**src/rtl/rbc_pkg.sv**
```systemverilog
// Shared constants and carrier types for the reset and brown-out controller.
package rbc_pkg;

  ////////////////////////////////////////////////////////////////////////////
  // Clock and timing.
  localparam int unsigned CLK_PERIOD_NS = 50;
  localparam int unsigned PIN_LOW_MIN_PERIODS = 8;
  localparam int unsigned STARTUP_REF_NS = 65_500_000;
  localparam int unsigned STARTUP_REF_MHZ = 4;
  // Start-up delay expressed in oscillator periods at the reference rate.
  localparam int unsigned STARTUP_OSC_PERIODS = STARTUP_REF_NS * STARTUP_REF_MHZ / 1000;
  localparam int unsigned STARTUP_EXTRA_PERIODS = 7;
  localparam int unsigned STARTUP_TOTAL = STARTUP_OSC_PERIODS + STARTUP_EXTRA_PERIODS;
  localparam int unsigned STARTUP_CNT_W = 19;
  localparam int unsigned GLITCH_NS = 32_000;
  // A least time, so it rounds up to whole cycles.
  localparam int unsigned GLITCH_CYC = (GLITCH_NS + CLK_PERIOD_NS - 1) / CLK_PERIOD_NS;
  localparam int unsigned GLITCH_CNT_W = 10;
  localparam int unsigned PIN_CNT_W = 4;

  ////////////////////////////////////////////////////////////////////////////
  // Reset vector.
  localparam logic [15:0] VEC_HI_ADDR = 16'hFFFF;
  localparam logic [15:0] VEC_LO_ADDR = 16'hFFFE;

  ////////////////////////////////////////////////////////////////////////////
  // Register offsets.
  localparam logic [2:0] ADDR_BO_CTRL = 3'h0;
  localparam logic [2:0] ADDR_SUPPLY_ACT = 3'h1;
  localparam logic [2:0] ADDR_STATUS = 3'h2;
  localparam logic [2:0] ADDR_RAM_PAGE = 3'h3;
  localparam logic [2:0] ADDR_CORE_FLAGS = 3'h4;

  // Brown-out control register fields.
  localparam int unsigned BO_EN_BIT = 0;
  localparam int unsigned BO_LVL_LSB = 1;
  localparam int unsigned BO_TRIM_LSB = 4;
  localparam int unsigned BO_FILT_BIT = 6;
  localparam int unsigned BO_DET_DIS_N_BIT = 7;
  // Supply action control register fields.
  localparam int unsigned ACT_SEL_LSB = 0;
  localparam int unsigned ACT_REF_DIS_N_BIT = 2;
  // Status register fields.
  localparam int unsigned ST_BO_BIT = 0;
  localparam int unsigned ST_WDT_BIT = 1;
  localparam int unsigned ST_PIN_BIT = 2;
  localparam int unsigned ST_POR_BIT = 3;
  localparam int unsigned ST_REF_BIT = 4;
  localparam int unsigned ST_FRZ_BIT = 5;
  // Core flags register fields.
  localparam int unsigned CF_DPAGE_BIT = 0;
  localparam int unsigned CF_SUBCLK_BIT = 1;
  localparam int unsigned CF_PCLK_OFF_BIT = 2;

  // Reset values.
  localparam logic [7:0] BO_CTRL_RST = 8'h80;
  localparam logic [7:0] SUPPLY_ACT_RST = 8'h04;
  localparam logic [7:0] RAM_PAGE_RST = 8'h00;
  localparam logic [7:0] CORE_FLAGS_RST = 8'h00;
  localparam logic [3:0] CAUSE_RST = 4'h0;

  // Brown-out action codes.
  localparam logic [1:0] ACT_RESET = 2'b00;
  localparam logic [1:0] ACT_FREEZE = 2'b10;

  ////////////////////////////////////////////////////////////////////////////
  // Carriers.
  typedef struct packed {
    logic [2:0] addr;
    logic [7:0] wdata;
    logic wr;
    logic rd;
  } rbc_bus_req_t;

  typedef struct packed {
    logic enable;
    logic [2:0] level;
    logic [1:0] trim;
    logic self_bias_ref_on;
  } rbc_bo_cfg_t;

  typedef struct packed {
    logic rd;
    logic [15:0] addr;
  } rbc_mem_req_t;

endpackage : rbc_pkg

```
**src/rtl/rbc_pin_filter.sv**
```systemverilog
// Reset pin synchroniser and minimum low-width qualifier.
`timescale 1ns/1ns
module rbc_pin_filter (
  input wire logic ref_clk,
  input wire logic srst,
  input wire logic pin_level,
  output logic pin_sync,
  output logic pin_reset
);
  import rbc_pkg::*;

  logic meta_q;
  logic sync_q;
  logic [PIN_CNT_W-1:0] low_cnt_q;
  logic [PIN_CNT_W-1:0] low_cnt_d;

  ////////////////////////////////////////////////////////////////////////////
  // Two flops; only the second one is looked at.
  always_ff @(posedge ref_clk) begin
    if (srst) begin
      meta_q <= 1'b1;
      sync_q <= 1'b1;
    end else begin
      meta_q <= pin_level;
      sync_q <= meta_q;
    end
  end

  // Saturating count of consecutive low cycles on the synchronised pin.
  always_comb begin
    low_cnt_d = '0;
    if (!sync_q) begin
      low_cnt_d = (low_cnt_q == PIN_CNT_W'(PIN_LOW_MIN_PERIODS)) ? low_cnt_q : low_cnt_q + 1'b1;
    end
  end

  always_ff @(posedge ref_clk) begin
    if (srst) begin
      low_cnt_q <= '0;
    end else begin
      low_cnt_q <= low_cnt_d;
    end
  end

  // Shorter pulses never reach the core; the reset holds while the pin stays low.
  assign pin_reset = !sync_q && (low_cnt_q >= PIN_CNT_W'(PIN_LOW_MIN_PERIODS - 1));
  assign pin_sync = sync_q;

endmodule : rbc_pin_filter

```
**src/rtl/rbc_bo_filter.sv**
```systemverilog
// Brown-out low-detect glitch filter.
`timescale 1ns/1ns
module rbc_bo_filter (
  input wire logic ref_clk,
  input wire logic srst,
  input wire logic raw_low,
  input wire logic filter_on,
  output logic qualified
);
  import rbc_pkg::*;

  logic [GLITCH_CNT_W-1:0] cnt_q;

  ////////////////////////////////////////////////////////////////////////////
  // Count how long the detector has reported low, saturating at the window.
  always_ff @(posedge ref_clk) begin
    if (srst || !raw_low) begin
      cnt_q <= '0;
    end else if (cnt_q != GLITCH_CNT_W'(GLITCH_CYC)) begin
      cnt_q <= cnt_q + 1'b1;
    end
  end

  // With the filter off a detection passes at once.
  assign qualified = raw_low && (!filter_on || cnt_q == GLITCH_CNT_W'(GLITCH_CYC));

endmodule : rbc_bo_filter

```
**src/rtl/rbc_reset_ctrl.sv**
```systemverilog
// Reset generation, start-up sequencing and brown-out response.
//
// The plain strobed port and the register offsets were left to the implementer.
`timescale 1ns/1ns

// Contract
// - Four sources assert internal reset
// - Reset clears page pointer, flag, clock mode
// - Start-up delay plus seven periods
// - Pin high releases reset, start-up follows
// - Program counter loaded from top vector
// - Reset leaves user RAM untouched
// - Power-on reset holds until supply good
// - Both options set make pin a port
// - Power-on option alone keeps pin reset
// - Control register enables brown-out detector
// - Eight levels, each with two-bit trim
// - Filter ignores lows under 32us
// - Action 00 gives a device reset
// - Action 10 freezes until supply recovers
// - Brown-out sets a sticky cause flag
// - Self-bias reference needs both disables low
// - Start-up interval halts all operations
module rbc_reset_ctrl #(
  parameter int unsigned STARTUP_CYCLES = rbc_pkg::STARTUP_TOTAL
) (
  input wire logic ref_clk,
  input wire logic srst,
  input rbc_pkg::rbc_bus_req_t bus_req,
  output logic [7:0] bus_rdata,
  input wire logic reset_pin_level,
  input wire logic cfg_por_option,
  input wire logic reset_pin_reuse_option,
  input wire logic por_supply_low,
  input wire logic brownout_detector_low,
  input wire logic watchdog_reset,
  output rbc_pkg::rbc_bo_cfg_t bo_cfg,
  output logic shared_reset_port_pin,
  output rbc_pkg::rbc_mem_req_t vec_req,
  input wire logic [7:0] vec_rdata,
  output logic [15:0] pc_value,
  output logic pc_load,
  output logic core_reset,
  output logic core_halt,
  output logic cpu_freeze,
  output logic [7:0] ram_page_pointer,
  output logic direct_page_select,
  output logic sub_clock_select,
  output logic periph_clock_en
);
  import rbc_pkg::*;

  typedef enum logic [2:0] {
    ST_HOLD = 3'b000,
    ST_START = 3'b001,
    ST_FETCH_HI = 3'b010,
    ST_FETCH_LO = 3'b011,
    ST_LOAD = 3'b100,
    ST_RUN = 3'b101
  } rbc_state_t;

  // True when a bus request targets the given register.
  function automatic logic rbc_hit(input rbc_bus_req_t req, input logic [2:0] off);
    rbc_hit = (req.addr == off);
  endfunction : rbc_hit

  ////////////////////////////////////////////////////////////////////////////
  // Declarations.
  rbc_state_t state_q;
  rbc_state_t state_d;
  logic [STARTUP_CNT_W-1:0] start_cnt_q;
  logic [7:0] bo_ctrl_q;
  logic [7:0] supply_act_q;
  logic [7:0] ram_page_q;
  logic [7:0] core_flags_q;
  logic [3:0] cause_q;
  logic [3:0] cause_set;
  logic freeze_q;
  logic port_pin_q;
  logic [7:0] vec_hi_q;
  logic [15:0] pc_q;
  logic pc_load_q;
  logic [7:0] rdata_q;
  logic [7:0] rdata_d;
  logic pin_sync;
  logic pin_reset_raw;
  logic pin_is_port;
  logic pin_reset;
  logic bo_enabled;
  logic bo_qualified;
  logic bo_event;
  logic bo_reset;
  logic bo_freeze_req;
  logic self_bias_on;
  logic reset_any;
  logic core_rst;
  logic power_rst;
  logic wr_bo_ctrl;
  logic wr_supply_act;
  logic wr_status;
  logic wr_ram_page;
  logic wr_core_flags;

  ////////////////////////////////////////////////////////////////////////////
  // Reset pin: synchronised and width-qualified before it can reset anything.
  rbc_pin_filter u_pin_filter (
    .ref_clk(ref_clk),
    .srst(srst),
    .pin_level(reset_pin_level),
    .pin_sync(pin_sync),
    .pin_reset(pin_reset_raw)
  );

  // The pin becomes a port only when both options are set; otherwise it resets.
  assign pin_is_port = cfg_por_option && reset_pin_reuse_option;
  assign pin_reset = pin_reset_raw && !pin_is_port;

  // Port view of the shared pin, registered so the output is a flop.
  always_ff @(posedge ref_clk) begin
    if (srst) begin
      port_pin_q <= 1'b1;
    end else begin
      port_pin_q <= pin_is_port ? pin_sync : 1'b1;
    end
  end

  assign shared_reset_port_pin = port_pin_q;

  ////////////////////////////////////////////////////////////////////////////
  // Brown-out detection path.
  rbc_bo_filter u_bo_filter (
    .ref_clk(ref_clk),
    .srst(srst),
    .raw_low(brownout_detector_low),
    .filter_on(bo_ctrl_q[BO_FILT_BIT]),
    .qualified(bo_qualified)
  );

  // Detections only count while the control register enables the detector.
  assign bo_enabled = bo_ctrl_q[BO_EN_BIT];
  assign bo_event = bo_enabled && bo_qualified;
  assign bo_reset = bo_event && (supply_act_q[ACT_SEL_LSB +: 2] == ACT_RESET);
  assign bo_freeze_req = bo_event && (supply_act_q[ACT_SEL_LSB +: 2] == ACT_FREEZE);

  // Self-bias reference: both active-low disables must be cleared.
  assign self_bias_on = !supply_act_q[ACT_REF_DIS_N_BIT] && !bo_ctrl_q[BO_DET_DIS_N_BIT];

  // Level and trim go straight to the analog comparator.
  always_comb begin
    bo_cfg.enable = bo_enabled;
    bo_cfg.level = bo_ctrl_q[BO_LVL_LSB +: 3];
    bo_cfg.trim = bo_ctrl_q[BO_TRIM_LSB +: 2];
    bo_cfg.self_bias_ref_on = self_bias_on;
  end

  // Freeze ends on the raw detector, so recovery is seen without filter delay.
  always_ff @(posedge ref_clk) begin
    if (power_rst) begin
      freeze_q <= 1'b0;
    end else if (bo_freeze_req) begin
      freeze_q <= 1'b1;
    end else if (!brownout_detector_low) begin
      freeze_q <= 1'b0;
    end
  end

  assign cpu_freeze = freeze_q;

  ////////////////////////////////////////////////////////////////////////////
  // Reset combining. The watchdog pulse only needs one cycle in HOLD.
  assign reset_any = srst || por_supply_low || pin_reset || bo_reset || watchdog_reset;
  assign power_rst = srst || por_supply_low;

  // Sequencer next state.
  always_comb begin
    state_d = state_q;
    unique case (state_q)
      ST_HOLD: begin
        if (!reset_any) begin
          state_d = ST_START;
        end
      end
      ST_START: begin
        if (start_cnt_q == STARTUP_CNT_W'(STARTUP_CYCLES - 1)) begin
          state_d = ST_FETCH_HI;
        end
      end
      ST_FETCH_HI: begin
        state_d = ST_FETCH_LO;
      end
      ST_FETCH_LO: begin
        state_d = ST_LOAD;
      end
      ST_LOAD: begin
        state_d = ST_RUN;
      end
      ST_RUN: begin
        state_d = ST_RUN;
      end
      default: begin
        state_d = ST_HOLD;
      end
    endcase
    if (reset_any) begin
      state_d = ST_HOLD;
    end
  end

  always_ff @(posedge ref_clk) begin
    if (srst) begin
      state_q <= ST_HOLD;
    end else begin
      state_q <= state_d;
    end
  end

  // Start-up counter runs only in START and restarts on every new reset.
  always_ff @(posedge ref_clk) begin
    if (srst || state_q != ST_START) begin
      start_cnt_q <= '0;
    end else begin
      start_cnt_q <= start_cnt_q + 1'b1;
    end
  end

  // Core stays in reset through HOLD and START; everything is halted until RUN.
  assign core_rst = (state_q == ST_HOLD);
  assign core_reset = (state_q == ST_HOLD) || (state_q == ST_START);
  assign core_halt = (state_q != ST_RUN) || freeze_q;

  ////////////////////////////////////////////////////////////////////////////
  // Vector fetch: high byte first, then low byte, each answered a cycle later.
  always_comb begin
    vec_req.rd = (state_q == ST_FETCH_HI) || (state_q == ST_FETCH_LO);
    vec_req.addr = (state_q == ST_FETCH_LO) ? VEC_LO_ADDR : VEC_HI_ADDR;
  end

  always_ff @(posedge ref_clk) begin
    if (srst) begin
      vec_hi_q <= 8'h00;
    end else if (state_q == ST_FETCH_LO) begin
      vec_hi_q <= vec_rdata;
    end
  end

  always_ff @(posedge ref_clk) begin
    if (srst) begin
      pc_q <= 16'h0000;
      pc_load_q <= 1'b0;
    end else begin
      pc_load_q <= (state_q == ST_LOAD);
      if (state_q == ST_LOAD) begin
        pc_q <= {vec_hi_q, vec_rdata};
      end
    end
  end

  assign pc_value = pc_q;
  assign pc_load = pc_load_q;

  ////////////////////////////////////////////////////////////////////////////
  // Register writes.
  assign wr_bo_ctrl = bus_req.wr && rbc_hit(bus_req, ADDR_BO_CTRL);
  assign wr_supply_act = bus_req.wr && rbc_hit(bus_req, ADDR_SUPPLY_ACT);
  assign wr_status = bus_req.wr && rbc_hit(bus_req, ADDR_STATUS);
  assign wr_ram_page = bus_req.wr && rbc_hit(bus_req, ADDR_RAM_PAGE);
  assign wr_core_flags = bus_req.wr && rbc_hit(bus_req, ADDR_CORE_FLAGS);

  // Control registers are redefined by every reset; user RAM is not in this block.
  always_ff @(posedge ref_clk) begin
    if (core_rst) begin
      bo_ctrl_q <= BO_CTRL_RST;
    end else if (wr_bo_ctrl) begin
      bo_ctrl_q <= bus_req.wdata;
    end
  end

  always_ff @(posedge ref_clk) begin
    if (core_rst) begin
      supply_act_q <= SUPPLY_ACT_RST;
    end else if (wr_supply_act) begin
      supply_act_q <= bus_req.wdata;
    end
  end

  // Core state cleared on every reset source.
  always_ff @(posedge ref_clk) begin
    if (core_rst) begin
      ram_page_q <= RAM_PAGE_RST;
      core_flags_q <= CORE_FLAGS_RST;
    end else begin
      if (wr_ram_page) begin
        ram_page_q <= bus_req.wdata;
      end
      if (wr_core_flags) begin
        core_flags_q <= bus_req.wdata;
      end
    end
  end

  assign ram_page_pointer = ram_page_q;
  assign direct_page_select = core_flags_q[CF_DPAGE_BIT];
  assign sub_clock_select = core_flags_q[CF_SUBCLK_BIT];
  assign periph_clock_en = !core_flags_q[CF_PCLK_OFF_BIT];

  ////////////////////////////////////////////////////////////////////////////
  // Cause flags survive the reset they report; of the resets only srst clears them, not por_supply_low.
  always_comb begin
    cause_set = '0;
    cause_set[ST_BO_BIT] = bo_event;
    cause_set[ST_WDT_BIT] = watchdog_reset;
    cause_set[ST_PIN_BIT] = pin_reset;
    cause_set[ST_POR_BIT] = por_supply_low;
  end

  // Write one to clear; a set in the same cycle wins.
  always_ff @(posedge ref_clk) begin
    if (srst) begin
      cause_q <= CAUSE_RST;
    end else if (wr_status) begin
      cause_q <= (cause_q & ~bus_req.wdata[3:0]) | cause_set;
    end else begin
      cause_q <= cause_q | cause_set;
    end
  end

  ////////////////////////////////////////////////////////////////////////////
  // Read data stand in the cycle after the strobe; unmapped reads return zero.
  always_comb begin
    rdata_d = 8'h00;
    unique case (bus_req.addr)
      ADDR_BO_CTRL: rdata_d = bo_ctrl_q;
      ADDR_SUPPLY_ACT: rdata_d = supply_act_q;
      ADDR_STATUS: begin
        rdata_d[3:0] = cause_q;
        rdata_d[ST_REF_BIT] = self_bias_on;
        rdata_d[ST_FRZ_BIT] = freeze_q;
      end
      ADDR_RAM_PAGE: rdata_d = ram_page_q;
      ADDR_CORE_FLAGS: rdata_d = core_flags_q;
      default: rdata_d = 8'h00;
    endcase
  end

  always_ff @(posedge ref_clk) begin
    if (srst) begin
      rdata_q <= 8'h00;
    end else if (bus_req.rd) begin
      rdata_q <= rdata_d;
    end else begin
      rdata_q <= 8'h00;
    end
  end

  assign bus_rdata = rdata_q;

endmodule : rbc_reset_ctrl

```
**config.mk**
```make
export PLATFORM = sky130hd
export DESIGN_NAME = rbc_reset_ctrl
export DESIGN_NICKNAME = d
export VERILOG_FILES = /design/src/rtl/rbc_pkg.sv /design/src/rtl/rbc_pin_filter.sv /design/src/rtl/rbc_bo_filter.sv /design/src/rtl/rbc_reset_ctrl.sv
export SDC_FILE = /design/constraint.sdc
export NUM_CORES = 1
export LEC_CHECK = 0
export ABC_AREA = 1
export BUFFER_PORTS_ARGS = -buffer_cell sky130_fd_sc_hd__buf_2
export CORE_MARGIN = 2
export CORE_UTILIZATION = 46
export CTS_CLUSTER_SIZE = 12
export DETAILED_ROUTE_END_ITERATION = 6
export HOLD_SLACK_MARGIN = 0.08
export PLACE_DENSITY = 0.71
export SLEW_MARGIN = 20
export SYNTH_ARGS = -nofsm -noshare
export SYNTH_HDL_FRONTEND = slang
export SYNTH_SLANG_ARGS = --single-unit
```
**constraint.sdc**
```tcl
create_clock -name ref_clk -period 1.3 [get_ports ref_clk]
set_input_delay 0.26 -clock ref_clk [delete_from_list [all_inputs] [get_ports ref_clk]]
set_output_delay 0.26 -clock ref_clk [all_outputs]
set_load 0.05 [all_outputs]
```
==> results.sh <==
export IMPL_synth_area_um2=4750
export IMPL_drive_gt1_frac=0.305
export IMPL_layout_area_overhead_vs_synth_pct=24.8
export IMPL_cp_arrival_ns=1.29
export IMPL_die_x_um=106
export IMPL_numCtsBuffers=9
export IMPL_rsz0062_at_grt="true"
export IMPL_maxSlewViolCount=0
export IMPL_initial_core_util=0.467
export IMPL_h_tree_depth=3
export IMPL_drc_errors=0
export IMPL_die_area_um2=11200
export IMPL_path_max_fanout=4
export IMPL_cts_sinks=109
export IMPL_violations="negative setup slack"
export IMPL_cts_tree="built"
export IMPL_path_clk_slew_ns=0.10
export IMPL_wl_per_cell_um=13.0
export IMPL_cp_start_kind="flop"
export IMPL_hpwl_um=8100
export IMPL_place_gp_congestion=0.837
export IMPL_grt_max_degree=26
export IMPL_core_um2=10200
export IMPL_syn_instance_count=634
export IMPL_hold_class="input port to flop"
export IMPL_nNetsFinal=771
export IMPL_grt_overflow_total=0
export IMPL_clk_latency_ns=0.38
export IMPL_drt_iter0_drc=176
export IMPL_grt_pass1_wl_um=18200
export IMPL_cts_root_buf="clkbuf_8"
export IMPL_crit_path_end_kind="primary output"
export IMPL_yosysSeqAreaShare=0.459
export IMPL_vdd_ir_drop_worst_mv=0.526
export IMPL_setup_slack_ns=-0.248
export IMPL_max_freq_mhz=646
export IMPL_mostFrequentLayoutCells="nor2_1 (101), dfxtp_1 (90), nand2_1 (83), buf_2 (62), a21oi_1 (59)"
export IMPL_vias=4379
export IMPL_synth_seq_cells=109
export IMPL_crit_type="flop to primary output"
export IMPL_grt_usage=0.200
export IMPL_drt_pass1_iter_count=5
export IMPL_num_antenna_cells=0
export IMPL_final_common_cell="nor2_1"
export IMPL_grt_antenna_before_repair=0
export IMPL_vias_per_cell=5.00
export IMPL_final_antenna_net_count=0
export IMPL_cts_buffer_depth=2
export IMPL_ios=93
export IMPL_rows=37
export IMPL_fillers=905
export IMPL_yosysWarningCount=0
export IMPL_synth_avg_cell_area_um2=7.50
export IMPL_portBuffers=77
export IMPL_setup_viol=7
export IMPL_synth_largest_area_cell="dfxtp_1"
export IMPL_max_cap_violations=0
export IMPL_p_leak_nw=2.33
export IMPL_skew_ns=0.0142
export IMPL_power_density_nw_per_um2=1000
export IMPL_status="complete, but fails checks"
export IMPL_place_area_um2=5300
export IMPL_hold_viol=0
export IMPL_post_place_ws_ns=-0.129
export IMPL_synth_top_cell_area_share=0.459
export IMPL_post_route_min_period_ns=1.55
export IMPL_post_route_period_util=1.19
export IMPL_grt_pass1_vias=4038
export IMPL_final_area_um2=5930
export IMPL_ys_types=39
export IMPL_wirelength_um=11400
export IMPL_die_y_um=106
export IMPL_synth_area_top_cells="dfxtp_1 (46%), nor2_1 (9.1%), nand2_1 (7.0%), a21oi_1 (6.5%), o21ai_0 (6.5%)"
export IMPL_required_ns=1.04
-- report_power, final --
group | internal (mW) | switching [mW] | total (mW)
Combinational | 0.143 | 0.346 | 0.489
Sequential | 3.35 | 0.0174 | 3.37
Clock | 0.949 | 1.15 | 2.10
Total | 4.44 | 1.51 | 5.96
-- cells by family after synthesis --
kind of cell    count (synthesis)  share of synthesized area
compound gates                145                      0.161
xor+xnor                        5                    0.00921
fa+ha+maj                       6                     0.0158
buf+inv                       108                      0.113
flops                         109                      0.459
other cells                     1                   0.000789
simple gates                  260                      0.241
-- worst max-delay path: stages (launching register included) --
cell	delay, ns
dfxtp_4	0.37
nor2_4	0.12
inv_4	0.06
nor2_4	0.11
inv_4	0.05
nand2_4	0.06
buf_8	0.14
-- repair_timing --
| action | in CTS | in global routing |
|---|---|---|
| endpoints found under the setup margin | 52 | 82 |
| gates resized for setup | 53 | 60 |
| pin swaps | 10 | 15 |
| hold buffers | 2 | 0 |
| endpoints found under the hold margin | 2 | 0 |
| setup buffers | 6 | 7 |
-- registers in the layout (all words and copies together), names as in the netlist --
name	flops
bus_rdata	8
pc_load	1
start_cnt_q	19
state_q	3
vec_hi_q	8
supply_act_q	8
cause_q	4
shared_reset_port_pin	1
pc_value	16
u_bo_filter.cnt_q	10
u_pin_filter.low_cnt_q	4
u_pin_filter.pin_sync	1
u_pin_filter.meta_q	1
cpu_freeze	1
bo_ctrl_q	8
core_flags_q	8
ram_page_pointer	8
-- per-stage QoR --
step / power, mW / hold WS (ns) / cells / setup TNS (ns) / utilization
after CTS: 5.98 / 0.0804 / 871 / -0.873 / 0.561
after floorplan: 3.79 / 0.344 / 648 / -0.0735 / -
after global routing: 6.16 / 0.0929 / 876 / -1.74 / 0.582
final: 5.96 / 0.0889 / 876 / -0.981 / 0.582
after global placement: 3.89 / 0.397 / 848 / -0.205 / 0.521
after detailed placement: 3.90 / 0.411 / 848 / -1.70 / 0.521
-- Yosys cell counts, drive strengths merged --
| master | n |
|---|---|
| o211ai | 3 |
| ha | 6 |
| clkinv | 1 |
| conb | 1 |
| o21a | 2 |
| nor2 | 121 |
| dfxtp | 109 |
| xor2 | 5 |
| o2bb2ai | 1 |
| clkbuf | 5 |
| buf | 30 |
| and3 | 1 |
| nor3b | 1 |
| a21oi | 62 |
| a31oi | 1 |
| nand2 | 98 |
| inv | 72 |
| or2 | 9 |
| nor3 | 3 |
| nand3b | 1 |
| nand3 | 26 |
| o21ai | 69 |
| o22ai | 7 |
-- path summary, 6_finish.rpt --
kind,startpoint,to,slack [ns],cells past startpoint
worst min register to register,u_pin_filter.meta_q,u_pin_filter.pin_sync,0.43,1
worst max-delay path,state_q[0],core_reset,-0.25,6
worst min-delay path,reset_pin_reuse_option,shared_reset_port_pin,0.09,2
worst max register to register,start_cnt_q[0],start_cnt_q[18],-0.03,8
-- layout make-up --
| class | instances | area [um^2] | area share |
|---|---|---|---|
| Clock buffer | 11 | 141 | 0.0238 |
| Multi-Input combinational cell | 431 | 2310 | 0.390 |
| Inverter | 73 | 293 | 0.0494 |
| Clock inverter | 4 | 55.1 | 0.00928 |
| Tap cell | 136 | 170 | 0.0287 |
| Timing Repair Buffer | 112 | 741 | 0.125 |
| Sequential cell | 109 | 2220 | 0.374 |
-- metal layers --
metal	vias to the layer above	share of wire	track usage
met3	20	0.057	0.0346
met2	136	0.49	0.337
met1	2023	0.44	0.253
met5	-	0	0
met4	0	0.020	0.0865
li1	2200	-	-
No activity file was read; power rests on OpenSTA's default activity.
